[config.mk]
export PLATFORM = sky130hd
export DESIGN_NAME = uef_endpoint_access
export DESIGN_NICKNAME = d
export VERILOG_FILES = /design/src/pkg/uef_pkg.sv /design/src/hdl/uef_endpoint_access.sv
export VERILOG_INCLUDE_DIRS = /design/src /design/src/pkg
export SDC_FILE = /design/constraint.sdc
export NUM_CORES = 1
export LEC_CHECK = 0
export BUFFER_PORTS_ARGS = -buffer_cell sky130_fd_sc_hd__buf_4
export CELL_PAD_IN_SITES_DETAIL_PLACEMENT = 2
export CELL_PAD_IN_SITES_GLOBAL_PLACEMENT = 2
export CORE_UTILIZATION = 24
export CTS_CLUSTER_DIAMETER = 80
export CTS_CLUSTER_SIZE = 14
export DETAILED_ROUTE_END_ITERATION = 12
export PLACE_DENSITY = 0.84
export SYNTH_ARGS = -nofsm -noshare
export SYNTH_HDL_FRONTEND = slang
export SYNTH_SLANG_ARGS = --single-unit
[constraint.sdc]
create_clock -name clock -period 1.9 [get_ports clock]
set_input_delay 0.19 -clock clock [delete_from_list [all_inputs] [get_ports clock]]
set_output_delay 0.19 -clock clock [all_outputs]
set_load 0.02 [all_outputs]
[src/pkg/uef_consts.svh]
// Register offsets, field positions, reset values and timing counts of the endpoint access block
`ifndef UEF_CONSTS_SVH
`define UEF_CONSTS_SVH

// Register indices; byte address is four times the index
`define UEF_IDX_STATUS_CONTROL 8'h45
`define UEF_IDX_BUFFER_COMMAND 8'h46
`define UEF_IDX_EP0_DATA 8'h48
`define UEF_IDX_EP1_DATA 8'h49
`define UEF_IDX_EP2_DATA 8'h4A
`define UEF_IDX_DEVICE_ADDRESS 8'h4B

// Engine status/control fields
`define UEF_SC_ADDR_DEFER 0
`define UEF_SC_EP0_ERROR 1
`define UEF_SC_NAK_MASK 7

// Buffer command fields
`define UEF_BC_REQUEST 0
`define UEF_BC_DIRECTION 1
`define UEF_BC_FLUSH 2
`define UEF_BC_SELECT_LO 3
`define UEF_BC_SELECT_HI 4
`define UEF_BC_SETUP 5
`define UEF_BC_READY 6
`define UEF_BC_ZERO_LEN 7

// Reset values
`define UEF_RST_STATUS_CONTROL 8'h00
`define UEF_RST_BUFFER_COMMAND 8'h00
`define UEF_RST_DEVICE_ADDRESS 7'h00

// Timing: data port access time
`define UEF_CLOCK_NS 10
`define UEF_ACCESS_NS 2000
`define UEF_ACCESS_CYCLES ((`UEF_ACCESS_NS + `UEF_CLOCK_NS - 1) / `UEF_CLOCK_NS)

`endif

[src/pkg/uef_pkg.sv]
// Types shared by the endpoint access block
package uef_pkg;
    typedef logic [1:0] uef_ep_t;
    typedef enum logic [2:0] {
        UEF_REG_NONE,
        UEF_REG_STATUS_CONTROL,
        UEF_REG_BUFFER_COMMAND,
        UEF_REG_DATA_PORT,
        UEF_REG_DEVICE_ADDRESS
    } uef_reg_t;
endpackage

[src/hdl/uef_endpoint_access.sv]
// Firmware side of the low-speed serial engine: address update, endpoint buffer command, data ports
//
// The APB interface to the registers was decided locally.
`timescale 1ns/1ns
`include "uef_consts.svh"

module uef_endpoint_access #(
    parameter int ACCESS_CYCLES = `UEF_ACCESS_CYCLES
) (
    input wire logic clock, // System clock, 100 MHz
    input wire logic rst, // Synchronous reset, active high
    input wire logic psel, // APB select
    input wire logic penable, // APB enable
    input wire logic pwrite, // APB direction, 1 = write
    input wire logic [11:0] paddr, // APB byte address
    input wire logic [31:0] pwdata, // APB write data
    input wire logic [3:0] pstrb, // APB byte strobes
    output logic pready, // APB ready
    output logic [31:0] prdata, // APB read data
    output logic pslverr, // APB error on unmapped address
    input wire logic usbBusReset, // USB bus reset seen, level
    input wire logic hostInDone, // Host completed an IN read, pulse
    input wire logic ep0Error, // Error while accessing endpoint 0 buffer, pulse
    input wire logic setupSeen, // SETUP packet landed in a buffer, pulse
    input wire logic zeroLenSeen, // Empty packet received from host, pulse
    input wire logic ep0Access, // Any host token on endpoint 0, including NAK, pulse
    input wire logic ep0DataMoved, // Endpoint 0 data really sent or received, pulse
    input wire logic [2:0] canRead, // Per endpoint: a byte waits to be read
    input wire logic [2:0] canWrite, // Per endpoint: room for a byte
    input wire logic [7:0] rxByte, // Current byte of the selected buffer
    output logic [6:0] deviceAddress, // Active device address
    output logic usbInterrupt, // Interrupt to the core, pulse
    output logic popStrobe, // Byte taken from buffer portEp, pulse
    output logic pushStrobe, // txByte written to buffer portEp, pulse
    output logic [1:0] portEp, // Endpoint of the last data port access
    output logic [7:0] txByte, // Byte written by firmware
    output logic flushStrobe, // Empty buffer flushEp, pulse
    output logic [1:0] flushEp // Endpoint to be emptied
);
    localparam int TW = $clog2(ACCESS_CYCLES + 1);

    function automatic uef_pkg::uef_reg_t decodeReg(input logic [11:0] addr);
        logic [7:0] idx;
        idx = addr[9:2];
        if (addr[1:0] != 2'h0 || addr[11:10] != 2'h0) begin
            return uef_pkg::UEF_REG_NONE;
        end
        case (idx)
            `UEF_IDX_STATUS_CONTROL: return uef_pkg::UEF_REG_STATUS_CONTROL;
            `UEF_IDX_BUFFER_COMMAND: return uef_pkg::UEF_REG_BUFFER_COMMAND;
            `UEF_IDX_EP0_DATA, `UEF_IDX_EP1_DATA,
            `UEF_IDX_EP2_DATA: return uef_pkg::UEF_REG_DATA_PORT;
            `UEF_IDX_DEVICE_ADDRESS: return uef_pkg::UEF_REG_DEVICE_ADDRESS;
            default: return uef_pkg::UEF_REG_NONE;
        endcase
    endfunction

    // Registers
    logic pready_q, pslverr_q;
    logic [31:0] prdata_q;
    logic addrDefer_q, ep0Err_q, nakMask_q;
    logic req_q, dir_q, setup_q, zeroLen_q, ready_q;
    uef_pkg::uef_ep_t sel_q;
    logic [6:0] devAddr_q, pendAddr_q;
    logic pendValid_q;
    logic [TW-1:0] timer_q;
    logic irq_q, pop_q, push_q, flush_q;
    uef_pkg::uef_ep_t portEp_q, flushEp_q;
    logic [7:0] txByte_q;

    // Bus decode
    wire uef_pkg::uef_reg_t regSel = decodeReg(paddr);
    wire access = psel && penable;
    wire done = access && pready_q;
    wire wrLane = pwrite && pstrb[0];
    wire wrDone = done && wrLane;
    wire rdDone = done && !pwrite;
    wire wrSc = wrDone && regSel == uef_pkg::UEF_REG_STATUS_CONTROL;
    wire wrBc = wrDone && regSel == uef_pkg::UEF_REG_BUFFER_COMMAND;
    wire wrAddr = wrDone && regSel == uef_pkg::UEF_REG_DEVICE_ADDRESS;
    wire isPort = regSel == uef_pkg::UEF_REG_DATA_PORT;
    wire uef_pkg::uef_ep_t portSel = uef_pkg::uef_ep_t'(paddr[3:2] - 2'h0);
    wire portRd = rdDone && isPort;
    wire portWr = wrDone && isPort;
    wire [7:0] wd = pwdata[7:0];

    // Address update
    wire deferLoad = addrDefer_q && pendValid_q && hostInDone;
    wire [6:0] devAddr_d = (wrAddr && !addrDefer_q) ? wd[6:0] :
        deferLoad ? pendAddr_q : devAddr_q;
    wire addrDefer_d = wrSc ? wd[`UEF_SC_ADDR_DEFER] :
        deferLoad ? 1'b0 : addrDefer_q;
    wire pendValid_d = (wrAddr && addrDefer_q) || (pendValid_q && !deferLoad);
    wire [6:0] pendAddr_d = (wrAddr && addrDefer_q) ? wd[6:0] : pendAddr_q;

    // Hardware set wins over a firmware clear
    wire ep0Err_d = ep0Error || (ep0Err_q && !(wrSc && !wd[`UEF_SC_EP0_ERROR]));
    wire nakMask_d = wrSc ? wd[`UEF_SC_NAK_MASK] : nakMask_q;
    wire irq_d = nakMask_q ? ep0DataMoved : ep0Access;

    // Buffer command; bus reset clears everything, including pending flags
    wire reqRise = wrBc && wd[`UEF_BC_REQUEST] && !req_q;
    wire req_d = usbBusReset ? 1'b0 : wrBc ? wd[`UEF_BC_REQUEST] : req_q;
    wire dir_d = usbBusReset ? 1'b0 : wrBc ? wd[`UEF_BC_DIRECTION] : dir_q;
    wire uef_pkg::uef_ep_t sel_d = usbBusReset ? 2'h0 :
        wrBc ? wd[`UEF_BC_SELECT_HI:`UEF_BC_SELECT_LO] : sel_q;
    wire setup_d = !usbBusReset && (setupSeen ||
        (setup_q && !(wrBc && !wd[`UEF_BC_SETUP])));
    wire zeroLen_d = !usbBusReset && (zeroLenSeen ||
        (zeroLen_q && !(wrBc && !wd[`UEF_BC_ZERO_LEN])));
    wire flush_d = wrBc && wd[`UEF_BC_FLUSH] && !usbBusReset;

    // Access timer restarts on each request and each data port access to the selected endpoint
    wire selPortAccess = (portRd || portWr) && portSel == sel_q;
    wire timerStart = reqRise || selPortAccess;
    wire [TW-1:0] timer_d = timerStart ? TW'(ACCESS_CYCLES) :
        (timer_q != '0) ? timer_q - TW'(1) : timer_q;
    wire selValid = sel_q != 2'h3;
    wire bufOk = dir_q ? canWrite[sel_q] : canRead[sel_q];
    // Ready only for the selected endpoint under an active request; a command write
    // drops it for a cycle so it never outlives a request or select that just changed
    wire ready_d = !usbBusReset && !timerStart && !wrBc && req_q && selValid &&
        timer_q == '0 && bufOk;

    // Read mux
    wire [7:0] scRead = {nakMask_q, 5'h00, ep0Err_q, addrDefer_q};
    wire [7:0] bcRead = {zeroLen_q, ready_q, setup_q, sel_q, 1'b0, dir_q, req_q};
    wire [7:0] rdByte = regSel == uef_pkg::UEF_REG_STATUS_CONTROL ? scRead :
        regSel == uef_pkg::UEF_REG_BUFFER_COMMAND ? bcRead :
        regSel == uef_pkg::UEF_REG_DEVICE_ADDRESS ? {1'b0, devAddr_q} :
        isPort ? rxByte : 8'h00;

    // One wait state: pready rises on the second cycle of the access phase
    always_ff @(posedge clock) begin
        if (rst) begin
            pready_q <= 1'b0;
            pslverr_q <= 1'b0;
            prdata_q <= 32'h0000_0000;
        end else begin
            pready_q <= access && !pready_q;
            pslverr_q <= access && !pready_q && regSel == uef_pkg::UEF_REG_NONE;
            prdata_q <= (access && !pready_q && !pwrite) ? {24'h000000, rdByte} : 32'h0000_0000;
        end
    end

    always_ff @(posedge clock) begin
        if (rst) begin
            addrDefer_q <= 1'b0;
            ep0Err_q <= 1'b0;
            nakMask_q <= 1'b0;
            devAddr_q <= `UEF_RST_DEVICE_ADDRESS;
            pendAddr_q <= `UEF_RST_DEVICE_ADDRESS;
            pendValid_q <= 1'b0;
            irq_q <= 1'b0;
        end else begin
            addrDefer_q <= addrDefer_d;
            ep0Err_q <= ep0Err_d;
            nakMask_q <= nakMask_d;
            devAddr_q <= devAddr_d;
            pendAddr_q <= pendAddr_d;
            pendValid_q <= pendValid_d;
            irq_q <= irq_d;
        end
    end

    always_ff @(posedge clock) begin
        if (rst) begin
            req_q <= 1'b0;
            dir_q <= 1'b0;
            sel_q <= 2'h0;
            setup_q <= 1'b0;
            zeroLen_q <= 1'b0;
            ready_q <= 1'b0;
            timer_q <= '0;
        end else begin
            req_q <= req_d;
            dir_q <= dir_d;
            sel_q <= sel_d;
            setup_q <= setup_d;
            zeroLen_q <= zeroLen_d;
            ready_q <= ready_d;
            timer_q <= timer_d;
        end
    end

    // Data port strobes; reserved select flushes nothing
    always_ff @(posedge clock) begin
        if (rst) begin
            pop_q <= 1'b0;
            push_q <= 1'b0;
            portEp_q <= 2'h0;
            txByte_q <= 8'h00;
            flush_q <= 1'b0;
            flushEp_q <= 2'h0;
        end else begin
            pop_q <= portRd;
            push_q <= portWr;
            portEp_q <= (portRd || portWr) ? portSel : portEp_q;
            txByte_q <= portWr ? wd : txByte_q;
            flush_q <= flush_d && wd[`UEF_BC_SELECT_HI:`UEF_BC_SELECT_LO] != 2'h3;
            flushEp_q <= flush_d ? wd[`UEF_BC_SELECT_HI:`UEF_BC_SELECT_LO] : flushEp_q;
        end
    end

    assign pready = pready_q;
    assign pslverr = pslverr_q;
    assign prdata = prdata_q;
    assign deviceAddress = devAddr_q;
    assign usbInterrupt = irq_q;
    assign popStrobe = pop_q;
    assign pushStrobe = push_q;
    assign portEp = portEp_q;
    assign txByte = txByte_q;
    assign flushStrobe = flush_q;
    assign flushEp = flushEp_q;

    // Helper: register targeted by the read now being answered
    uef_pkg::uef_reg_t lastReg_q;
    always_ff @(posedge clock) begin
        if (rst) begin
            lastReg_q <= uef_pkg::UEF_REG_NONE;
        end else begin
            lastReg_q <= regSel;
        end
    end

    AST_ADDR_NOW: assert property (@(posedge clock) disable iff (rst)
        wrAddr && !addrDefer_q |=> deviceAddress == $past(pwdata[6:0]))
        else $error("immediate address write not adopted");
    AST_ADDR_HOLD: assert property (@(posedge clock) disable iff (rst)
        addrDefer_q && !hostInDone && !wrAddr |=> $stable(deviceAddress))
        else $error("deferred address changed before IN completion");
    AST_DEFER_CLR: assert property (@(posedge clock) disable iff (rst)
        addrDefer_q && pendValid_q && hostInDone && !wrSc |=>
        !addrDefer_q && deviceAddress == $past(pendAddr_q))
        else $error("deferred update did not load and clear");
    AST_ERR_SET: assert property (@(posedge clock) disable iff (rst)
        ep0Error |=> ep0Err_q ##1 ep0Err_q || $past(wrSc))
        else $error("endpoint 0 error flag lost");
    AST_UNUSED_ZERO: assert property (@(posedge clock) disable iff (rst)
        pready_q && !pwrite && lastReg_q == uef_pkg::UEF_REG_STATUS_CONTROL |->
        prdata[6:2] == 5'h00)
        else $error("unused status bits read nonzero");
    AST_IRQ_MASK: assert property (@(posedge clock) disable iff (rst)
        nakMask_q && ep0Access && !ep0DataMoved |=> !usbInterrupt)
        else $error("masked NAK raised interrupt");
    AST_IRQ_ANY: assert property (@(posedge clock) disable iff (rst)
        !nakMask_q && ep0Access |=> usbInterrupt)
        else $error("endpoint 0 access gave no interrupt");
    AST_BUS_RESET: assert property (@(posedge clock) disable iff (rst)
        usbBusReset |=> !req_q && !dir_q && sel_q == 2'h0 && !setup_q && !zeroLen_q && !ready_q)
        else $error("bus reset left command bits set");
    AST_FLUSH: assert property (@(posedge clock) disable iff (rst)
        wrBc && wd[`UEF_BC_FLUSH] && !usbBusReset && wd[4:3] != 2'h3 |=>
        flushStrobe && flushEp == $past(wd[4:3]))
        else $error("flush not issued");
    AST_READY_QUAL: assert property (@(posedge clock) disable iff (rst)
        ready_q |-> req_q && sel_q != 2'h3)
        else $error("ready without active request");
    AST_ACCESS_WAIT: assert property (@(posedge clock) disable iff (rst)
        selPortAccess |=> !ready_q [*8])
        else $error("ready returned before access time");
    AST_SETUP_SET: assert property (@(posedge clock) disable iff (rst)
        setupSeen && !usbBusReset |=> setup_q)
        else $error("setup flag not set");
    AST_ZLP_SET: assert property (@(posedge clock) disable iff (rst)
        zeroLenSeen && !usbBusReset |=> zeroLen_q)
        else $error("zero length flag not set");

    COV_READ_BYTE: cover property (@(posedge clock) disable iff (rst) ready_q && portRd);
    COV_WRITE_BYTE: cover property (@(posedge clock) disable iff (rst) ready_q && portWr);
    COV_DEFER: cover property (@(posedge clock) disable iff (rst) deferLoad);
    COV_ZLP: cover property (@(posedge clock) disable iff (rst) zeroLen_q && ready_q);
endmodule

# Word-level counts from Yosys, hierarchy flattened
# Cells that the tools add are included.
word_totals:
  register_bits: 83
  inputBits: 74
  out_inout_bits: 57
  wordCells: 136
op_classes:
  n_addsub: 1
  n_lt_le_gt_ge: 1
  eq_ne: 13
  muxes: 20
  bitwise_logic: 1
  reduce_logical: 73
op_table:
  columns: ["op", "count"]
  rows:
  - ["$eq A8 B7 Y1 const B", 6]
  - ["$mux W8", 6]
  - ["$logic_and A1 B1 Y1", 38]
  - ["$logic_not A1 Y1", 14]
  - ["$mux W7", 2]
  - ["$pmux W3 S4", 1]
  - ["$reduce_bool A2 Y1", 5]
  - ["$logic_not A8 Y1", 1]
  - ["$reduce_bool A8 Y1", 1]
  - ["$sub A8 B1 Y8 const B", 1]
  - ["$logic_or A1 B1 Y1", 7]
  - ["$mux W1", 7]
  - ["$eq A3 B2 Y1 const B", 2]
  - ["$mux W3", 2]
  - ["$reduce_or A2 Y1", 3]
  - ["$reduce_or A3 Y1", 2]
  - ["$bmux W1 S2", 2]
  - ["$ne A2 B2 Y1 const B", 2]
  - ["$reduce_or A4 Y1", 1]
  - ["$eq A3 B1 Y1 const B", 1]
  - ["$eq A3 B3 Y1 const B", 1]
  - ["$logic_not A3 Y1", 1]
  - ["$lt A2 B3 Y1 const B", 1]
  - ["$eq A2 B2 Y1", 1]
  - ["$not A1 Y1", 1]

# Logic depth before layout (Yosys ltp)
# Gate-level depths: netlist (run 1).
logic_depth:
  depth_word: 16
  depth_mapped: 6
  ltp_nobuf: 6

# Least setup slack after synthesis (run 1)
# No wires, ideal clock.
synth_timing:
  path_type: "input-to-reg"
  startpoint: "in paddr[7]"
  endpoint: "reg pendAddr_q[2]"
  setup_ns: 0.132
  t_arrival_ns: 1.784
  required_time_ns: 1.768
  path_slack_ns: -0.016
  cell_stages: 6
  path_buffers: 2
  cell_sequence: "or4b_1 -> buf_6 -> or4_4 -> buf_6 -> o31ai_1 -> a21oi_1"
synth_between:
  elab_chain_len: 7
  elab_cells_between_ends: 12
  cone_classes: "7 x eq/ne; 2 x mux; 3 x reduce/logical"
synth_rtl:
  columns: ["element", "line", "text"]
  rows:
  - ["from (decl)", "uef_endpoint_access.sv:15", "input wire logic [11:0] paddr,"]
  - ["$eq A8 B7 Y1", "uef_endpoint_access.sv:48", "case (idx)"]
  - ["$reduce_or A3 Y1", "uef_endpoint_access.sv:48", null]
  - ["$pmux W3 S4 (*)", "uef_endpoint_access.sv:48", null]
  - ["$mux W3 (*)", "uef_endpoint_access.sv:48", null]
  - ["$eq A3 B3 Y1 (*)", "uef_endpoint_access.sv:80", "wire wrAddr = wrDone && regSel == uef_pkg::UEF_REG_DEVICE_ADDRESS;"]
  - ["$logic_and A1 B1 Y1 (*)", "uef_endpoint_access.sv:80", null]
  - ["$logic_and A1 B1 Y1 (*)", "uef_endpoint_access.sv:94", "wire [6:0] pendAddr_d = (wrAddr && addrDefer_q) ? wd[6:0] : pendAddr_q;"]
  - ["to (signal assigned)", "uef_endpoint_access.sv:152", "pendAddr_q <= `UEF_RST_DEVICE_ADDRESS;"]
  - ["to (signal assigned)", "uef_endpoint_access.sv:160", "pendAddr_q <= pendAddr_d;"]
  - ["to (decl)", "uef_endpoint_access.sv:64", "logic [6:0] devAddr_q, pendAddr_q;"]
# Every way passes the cells marked *; elsewhere a longest branch is shown, timed or not.
# A chain may end at the register's enable or synchronous reset.

# Worst setup path in the final report (run 1)
layout_timing:
  startpoint: "in paddr[1]"
  endpoint: "reg prdata_q[4] (netlist: prdata[4])"
layout_between:
  elab_chain_len: 8
  elab_cells_between_ends: 12
  cone_classes: "4 x eq/ne; 5 x mux; 3 x reduce/logical"
layout_rtl:
  columns: ["element", "line", "text"]
  rows:
  - ["$reduce_bool A2 Y1 (*)", "uef_endpoint_access.sv:45", "if (addr[1:0] != 2'h0 || addr[11:10] != 2'h0) begin"]
  - ["$logic_or A1 B1 Y1 (*)", "uef_endpoint_access.sv:45", null]
  - ["$mux W1 (*)", "uef_endpoint_access.sv:45", null]
  - ["$mux W3 (*)", "uef_endpoint_access.sv:48", null]
  - ["$eq A3 B2 Y1", "uef_endpoint_access.sv:81", "wire isPort = regSel == uef_pkg::UEF_REG_DATA_PORT;"]
  - ["$mux W8", "uef_endpoint_access.sv:131", "isPort ? rxByte : 8'h00;"]
  - ["$mux W8", "uef_endpoint_access.sv:130", "regSel == uef_pkg::UEF_REG_DEVICE_ADDRESS ? {1'b0, devAddr_q} :"]
  - ["$mux W8", "uef_endpoint_access.sv:129", "regSel == uef_pkg::UEF_REG_BUFFER_COMMAND ? bcRead :"]
  - ["to (signal assigned)", "uef_endpoint_access.sv:142", "prdata_q <= (access && !pready_q && !pwrite) ? {24'h000000, rdByte} : 32'h0000_0000;"]
  - ["to (decl)", "uef_endpoint_access.sv:60", "logic [31:0] prdata_q;"]
# Marks and branches as above.

==> qor.yml, run 1 <==
status:
  status: "complete, no violations"
synthesis:
  yosys.area.top_type: "dfxtp_1"
  synth_compound_area_frac: 0.2141
  syn_avg_cell_area_sq_um: 8.544
  synthSimpleGateAreaFrac: 0.2272
  synth_top_family_by_area: "simple AND/OR/NAND/NOR gates"
  ys_seq_area_frac: 0.3756
  synth_xor_area_frac: 0.01393
  synth-main-ff-cell: "dfxtp_1"
  synth_fa_ha_area_frac: 0.003979
  yosys_register_bits: 59
  synth.top_cell.area_share: 0.3756
  synth_edf_count: 0
  netlist_area_sq_um: 3144
  yosys_warnings: 0
  ys_top_cells_by_area: "dfxtp_1 (38%), a21oi_1 (6.0%), buf_4 (5.7%)"
  synthMuxAreaShare: 0.06168
  synthArstFlopShare: 0
  yosysUniqueCellTypes: 56
  synthCells: 368
layout:
  areaGrowthSynthToFinish_pct: 35.61
  seq_area_sq_um: 1182
  fin_cells: 639
  layout_commonest_cell: "buf_4"
  fillerInstances: 1464
  fin_util: 0.3352
  multi_input_area_sq_um: 1768
  layout_common_cells: "buf_4 (108), dfxtp_1 (58), a21oi_1 (38)"
  antenna_cells: 0
  nNetsFinal: 537
  drive_gt1_frac: 0.2976
placed_design:
  dp.cells: 623
  globalplace.congestion: 0.8000
  portBuffers: 79
  hpwl_mm: 9.095
sta:
  worst_slew_pin_slew_ns: 0.7079
  finalSetupViolations: 0
  post-route-period-util: 0.9638
  fmax_mhz: 546.1
  skew_ns: 0.004565
  tns_ns: 0
  holdWs_ns: 0.1103
  finalMaxSlewViolations: 0
  period_minus_slack_ns: 1.831
  maxSlewHeadroom: 0.5245
  hold_viol_final: 0
  rsz0062_at_grt: "true"
detailed_routing:
  wl_per_cell_um: 19.55
  drcViolationCount: 0
  vias_per_cell: 5.022
  first_pass_iters: 4
  dr_total_vias: 3209
  ant_nets: 0
  wirelength_mm: 12.49
  drtIter0Drc: 167
power:
  combPwrFrac: 0.242
  p_leak_nw: 1.698
  switching_share: 0.3074
  power_density_nw_per_um2: 884.7
  internal_power_mw: 2.613
  vdd_drop_max_mv: 0.3249
  p_switching_mw: 1.160
  clockPowerShare: 0.391
  seqPwrFrac: 0.368
worst_setup_path:
  crit_top_cell: "buf_4"
  cpPeakStageDelay_ns: 0.63
  critical_path_required_ns: 2.09
  cp_cell_sequence: "buf_4, or4_1, buf_4, nor2_1, nand3_1, buf_4, a221oi_1"
  cp_max_fo: 8
  critPathArrivalTime_ns: 2.02
  end_kind: "flop"
  cpLargestDelayFamily: "simple AND/OR/NAND/NOR gates"
  critPathBufInv: 3
  worst_path_max_delay_cell: "or4_1"
  criticalPathCategory: "in -> reg"
  cp-start-kind: "input pin"
clock_tree:
  root_buffer: "clkbuf_16"
  cts_tree: "done"
  cts.path.max_buffers: 2
  clkSlewWorstSetupHoldPaths_ns: 0.05
  cts_num_sinks: 59
  numCtsBuffers: 9
  postCtsSetupBuffers: 0
  clock_latency_ns: 0.33
  cts_htree_levels: 3
  cts_hold_buf: 0
die:
  die-area_sq_um: 13560
  ios: 131
  core_region_area_sq_um: 12720
  fp-row-count: 41
  die_w_um: 116.5
  die_h_um: 116.5
  initial_core_util: 0.2471
global_routing:
  antenna_found_initial: 0
  overflow: 0
  grt_pass1_wl_mm: 18.88
  grt_use_total: 0.1869
  grt_max_degree: 28
  grt_pass1_vias: 3433
run:
  drv_cap: 0
min_path:
  hold_class: "in -> reg"
-- tightest hold or removal path: stages --
cell and delay (ns):
buf_4 0.08, mux2i_1 0.05, nor2_1 0.08
-- power groups by stage --
stage	registers (mW)	clock network [mW]	logic, mW
after global placement	1.39	0	0.785
after floorplan	1.38	0	0.531
final	1.39	1.47	0.911
after global routing	1.40	1.55	0.989
after CTS	1.37	1.49	0.875
after detailed placement	1.40	0	0.843
-- flip-flops by register name, indices dropped and copies added, names as in the netlist, 2 cells and up --
register / flops
portEp: 2
timer_q: 8
flushEp: 2
pendAddr_q: 7
prdata: 8
sel_q: 2
deviceAddress: 7
txByte: 8
-- Yosys cell counts (3+ instances only) --
| master | number |
|---|---|
| dfxtp_1 | 59 |
| a21oi_1 | 38 |
| o21ai_0 | 31 |
| nand3_1 | 25 |
| buf_4 | 24 |
| clkbuf_1 | 18 |
| mux2i_1 | 16 |
| nor2_1 | 15 |
| nand2b_1 | 14 |
| nand2_1 | 13 |
| a211oi_1 | 12 |
| nor4_1 | 8 |
| inv_1 | 7 |
| nor3_1 | 6 |
| nor2b_1 | 5 |
| o22ai_1 | 5 |
| a221oi_1 | 4 |
| nand3b_1 | 4 |
| nand4_1 | 4 |
| o31ai_1 | 4 |
| and3b_1 | 3 |
| buf_6 | 3 |
| or3_1 | 3 |
| or4_1 | 3 |
| xnor2_1 | 3 |
-- cell families (layout without fill, tap and decap cells) --
family                   Yosys count  in the layout
AO/OA/AOI/OAI                    109            109
multiplexers                      18             18
flip-flops                        59             59
adder cells (fa/ha/maj)            1              1
buffers and inverters             55            131
AND/OR/NAND/NOR                  120            120
XOR/XNOR                           5              5
other                              1             24
-- per-layer routing --
layer | vias up | global-route usage | share of wire
met1 | 1612 | 0.2146 | 0.41
met2 | 83 | 0.3440 | 0.53
met4 | 0 | 0.06154 | 0.017
li1 | 1496 | - | -
met3 | 18 | 0.03736 | 0.037
met5 | - | 0 | 0
-- worst paths after layout --
kind                    start      endpoint  slack [ns]  cells after the start
setup / recovery     paddr[1]     prdata[4]        0.07                      7
hold / removal      ep0Access  usbInterrupt        0.11                      3
setup reg to reg   timer_q[1]    timer_q[5]        0.08                      5
hold reg to reg   pendValid_q   pendValid_q        0.47                      2
-- cell type report --
cell class,instances,area share
clock buffer,10,0.05370
clock inverter,6,0.007629
inverter,7,0.006162
multi-input combinational,277,0.4146
sequential,59,0.2773
tap,172,0.05047
timing repair buffer,108,0.1901
-- timing repair --
item | in CTS | in global routing
pin swaps | 0 | 1
gates resized for setup | 3 | 5
endpoints found under the setup margin | 2 | 13
-- through the flow --
stage | cell area (sq um) | power [mW] | setup slack, ns
6_report | 4264 | 3.773 | 0.06882
5_1_grt | 4264 | 3.930 | -0.01839
4_1_cts | 4238 | 3.742 | 0.003112
3_5_place_dp | 3965 | 2.240 | -0.1540
3_3_place_gp | 3965 | 2.171 | -0.08784
2_1_floorplan | 3236 | 1.914 | -0.0004974
No activity file was read; power rests on OpenSTA's default activity.
==> inputs of run 2 (changes only) <==
--- a/config.mk
+++ b/config.mk
@@ -14,6 +14,7 @@
 export CTS_CLUSTER_SIZE = 14
 export DETAILED_ROUTE_END_ITERATION = 12
 export PLACE_DENSITY = 0.84
+export SLEW_MARGIN = 5
 export SYNTH_ARGS = -nofsm -noshare
 export SYNTH_HDL_FRONTEND = slang
 export SYNTH_SLANG_ARGS = --single-unit
==> constraint.sdc (replaced) <==
create_clock -name clock -period 1.9 [get_ports clock]
set_input_delay 0.38 -clock clock [delete_from_list [all_inputs] [get_ports clock]]
set_output_delay 0.38 -clock clock [all_outputs]
set_load 0.02 [all_outputs]
==> run 2 against run 1 <==
Compared with the run above:
- final area rose by 4.6%
- register-to-register slack barely moved
- flip-flop and latch count did not move
- critical endpoint is now txByte[6]
==> qor.yml, run 2 (synthesis gave the netlist of run 1 again) <==
global_routing:
  grt_use_total: 0.2041  # +0.01724
  overflow: 0  # unchanged
  grt_pass1_wl_mm: 20.31  # +7.6%
  grt_max_degree: 38  # +36%
  antenna_found_initial: 0  # unchanged
  grt_pass1_vias: 3607  # +5.1%
die:
  core_region_area_sq_um: 12720  # unchanged
  ios: 131  # unchanged
  die-area_sq_um: 13560  # unchanged
  fp-row-count: 41  # unchanged
  initial_core_util: 0.2471  # unchanged
  die_h_um: 116.5  # unchanged
  die_w_um: 116.5  # unchanged
detailed_routing:
  drtIter0Drc: 214  # +28%
  dr_total_vias: 3376  # +5.2%
  first_pass_iters: 4  # unchanged
  drcViolationCount: 0  # unchanged
  wirelength_mm: 13.57  # +8.6%
  ant_nets: 0  # unchanged
  vias_per_cell: 5.178  # +3.1%
  wl_per_cell_um: 20.81  # +6.4%
worst_setup_path:
  r2r_cells: 7  # +2
  critical_path_required_ns: 2.10  # about the same
  crit_top_cell: "buf_4"
  end_kind: "flop"
  cpPeakStageDelay_ns: 0.59  # -0.04 ns
  cp_max_fo: 12  # +4
  worst_path_max_delay_cell: "or4b_4"
  crit_cells: 6  # -1
  cp_cell_sequence: "buf_4, or4b_4, or4_1, buf_4, o21ai_0, a21oi_1"
  worstReg2RegEnd: "deviceAddress[6]"
  criticalPathCategory: "in -> reg"
  cp-start-kind: "input pin"
  critPathArrivalTime_ns: 2.08  # +0.06 ns
  critPathBufInv: 2  # -1
  r2r_setup_slack_ns: 0.07  # about the same
  cpLargestDelayFamily: "simple AND/OR/NAND/NOR gates"
  r2r-start: "pready"
min_path:
  whs_endpoint: "usbInterrupt"
  hold_class: "in -> reg"
  holdCritStartpoint: "ep0Access"
  min_path_cells: 3  # unchanged
power:
  combPwrFrac: 0.226  # -0.016
  vdd_drop_max_mv: 0.4029  # +24%
  finalPower_mw: 4.140  # +9.7%
  power_density_nw_per_um2: 927.9  # +4.9%
  switching_share: 0.2904  # -0.01697
  p_switching_mw: 1.202  # +3.7%
  seqPwrFrac: 0.337  # -0.031
  internal_power_mw: 2.938  # +12%
  p_leak_nw: 1.783  # +5.0%
  clockPowerShare: 0.437  # +0.046
layout:
  nNetsFinal: 550  # +2.4%
  areaGrowthSynthToFinish_pct: 41.90
  layout_common_cells: "buf_4 (120), dfxtp_1 (58), a21oi_1 (38)"
  final_cell_area_sq_um: 4462  # +4.6%
  fin_cells: 652  # +2.0%
  fillerInstances: 1446  # -1.2%
  drive_gt1_frac: 0.3313  # +0.03361
  antenna_cells: 0  # unchanged
  layout_commonest_cell: "buf_4"
  fin_util: 0.3507  # +0.01554
sta:
  worst_slew_pin_slew_ns: 0.5768  # -0.1311 ns
  rsz0062_at_grt: "true"
  fin_ws_ns: 0.02358  # -0.04524 ns
  skew_ns: 0.006991  # +0.002426 ns
  finalMaxSlewViolations: 0  # unchanged
  hold_viol_final: 0  # unchanged
  finalSetupViolations: 0  # unchanged
  fmax_mhz: 532.9  # -2.4%
  maxSlewHeadroom: 0.6144  # +0.08997
  post-route-period-util: 0.9876  # +0.02381
  tns_ns: 0  # unchanged
  period_minus_slack_ns: 1.876  # +0.04524 ns
  holdWs_ns: 0.2838  # +0.1736 ns
placed_design:
  pre_cts_ws_ns: -0.4085  # -0.2545 ns
  hpwl_mm: 9.356  # +2.9%
  globalplace.congestion: 0.7786  # -2.7%
  dp.cells: 635  # +1.9%
  portBuffers: 79  # unchanged
  dpl_cell_area_sq_um: 4055  # +2.3%
clock_tree:
  clkSlewWorstSetupHoldPaths_ns: 0.06  # about the same
  cts_htree_levels: 3  # unchanged
  postCtsSetupBuffers: 0  # unchanged
  cts.path.max_buffers: 2  # unchanged
  clock_latency_ns: 0.34  # about the same
  cts_num_sinks: 59  # unchanged
  root_buffer: "clkbuf_16"
  cts_tree: "done"
  numCtsBuffers: 9  # unchanged
  cts_hold_buf: 0  # unchanged
run:
  drv_cap: 0  # unchanged
status:
  status: "complete, no violations"
## run 2: cell types whose count changed in the layout (fill, tap and decap cells not counted), sizes merged
| cell | delta |
|---|---|
| bufinv | +2 |
| buf | +12 |
| clkinv | -3 |
| or4 | +1 |
| clkinvlp | +1 |
## run 2: layout make-up
cell class	instances	area [sq um]	share of cell area
Inverter	7	26.28	0.005889
Tap cell	172	215.2	0.04823
Sequential cell	59	1182	0.2650
Clock buffer	10	239.0	0.05356
Clock inverter	6	88.84	0.01991
Timing Repair Buffer	120	900.9	0.2019
Multi-Input combinational cell	278	1809	0.4055
## run 2: worst max path at each step
stage	startpoint	to	slack (ns)
final	paddr[7]	txByte[6]	0.02
after global routing	pready	timer_q[3]	-0.05
after CTS	paddr[7]	txByte[1]	0.01
after detailed placement	paddr[1]	pendAddr_q[2]	-0.41
after global placement	paddr[1]	pendAddr_q[4]	-0.32
after floorplan	paddr[7]	pendAddr_q[2]	-0.19
## run 2: timing repair
| item | CTS | global route |
|---|---|---|
| resized for setup | 6 | 16 |
| pin swaps | 1 | 0 |
| endpoints found under the setup margin | 22 | 13 |
| cloned | 1 | 0 |
| hold endpoints to repair | 0 | 0 |
## run 2: power by group through the flow
stage               combinational (mW)  sequential, mW  clock, mW
floorplan                        0.532            1.38          0
global placement                 0.795            1.39          0
detailed placement               0.857            1.40          0
CTS                              0.900            1.38       1.83
global route                      1.01            1.40       1.90
finish                           0.934            1.40       1.81
## run 2: tightest hold or removal path, cell delays in order
cell     delay [ns]
buf_4          0.08
mux2i_1        0.05
nor2_1         0.08
## run 2: metal layers
layer	part of all wire	GRT usage	routed length (um)
met1	0.41	0.2425	5521
met2	0.52	0.3535	7000
met3	0.054	0.04930	732
met4	0.023	0.07949	313
met5	0	0	0
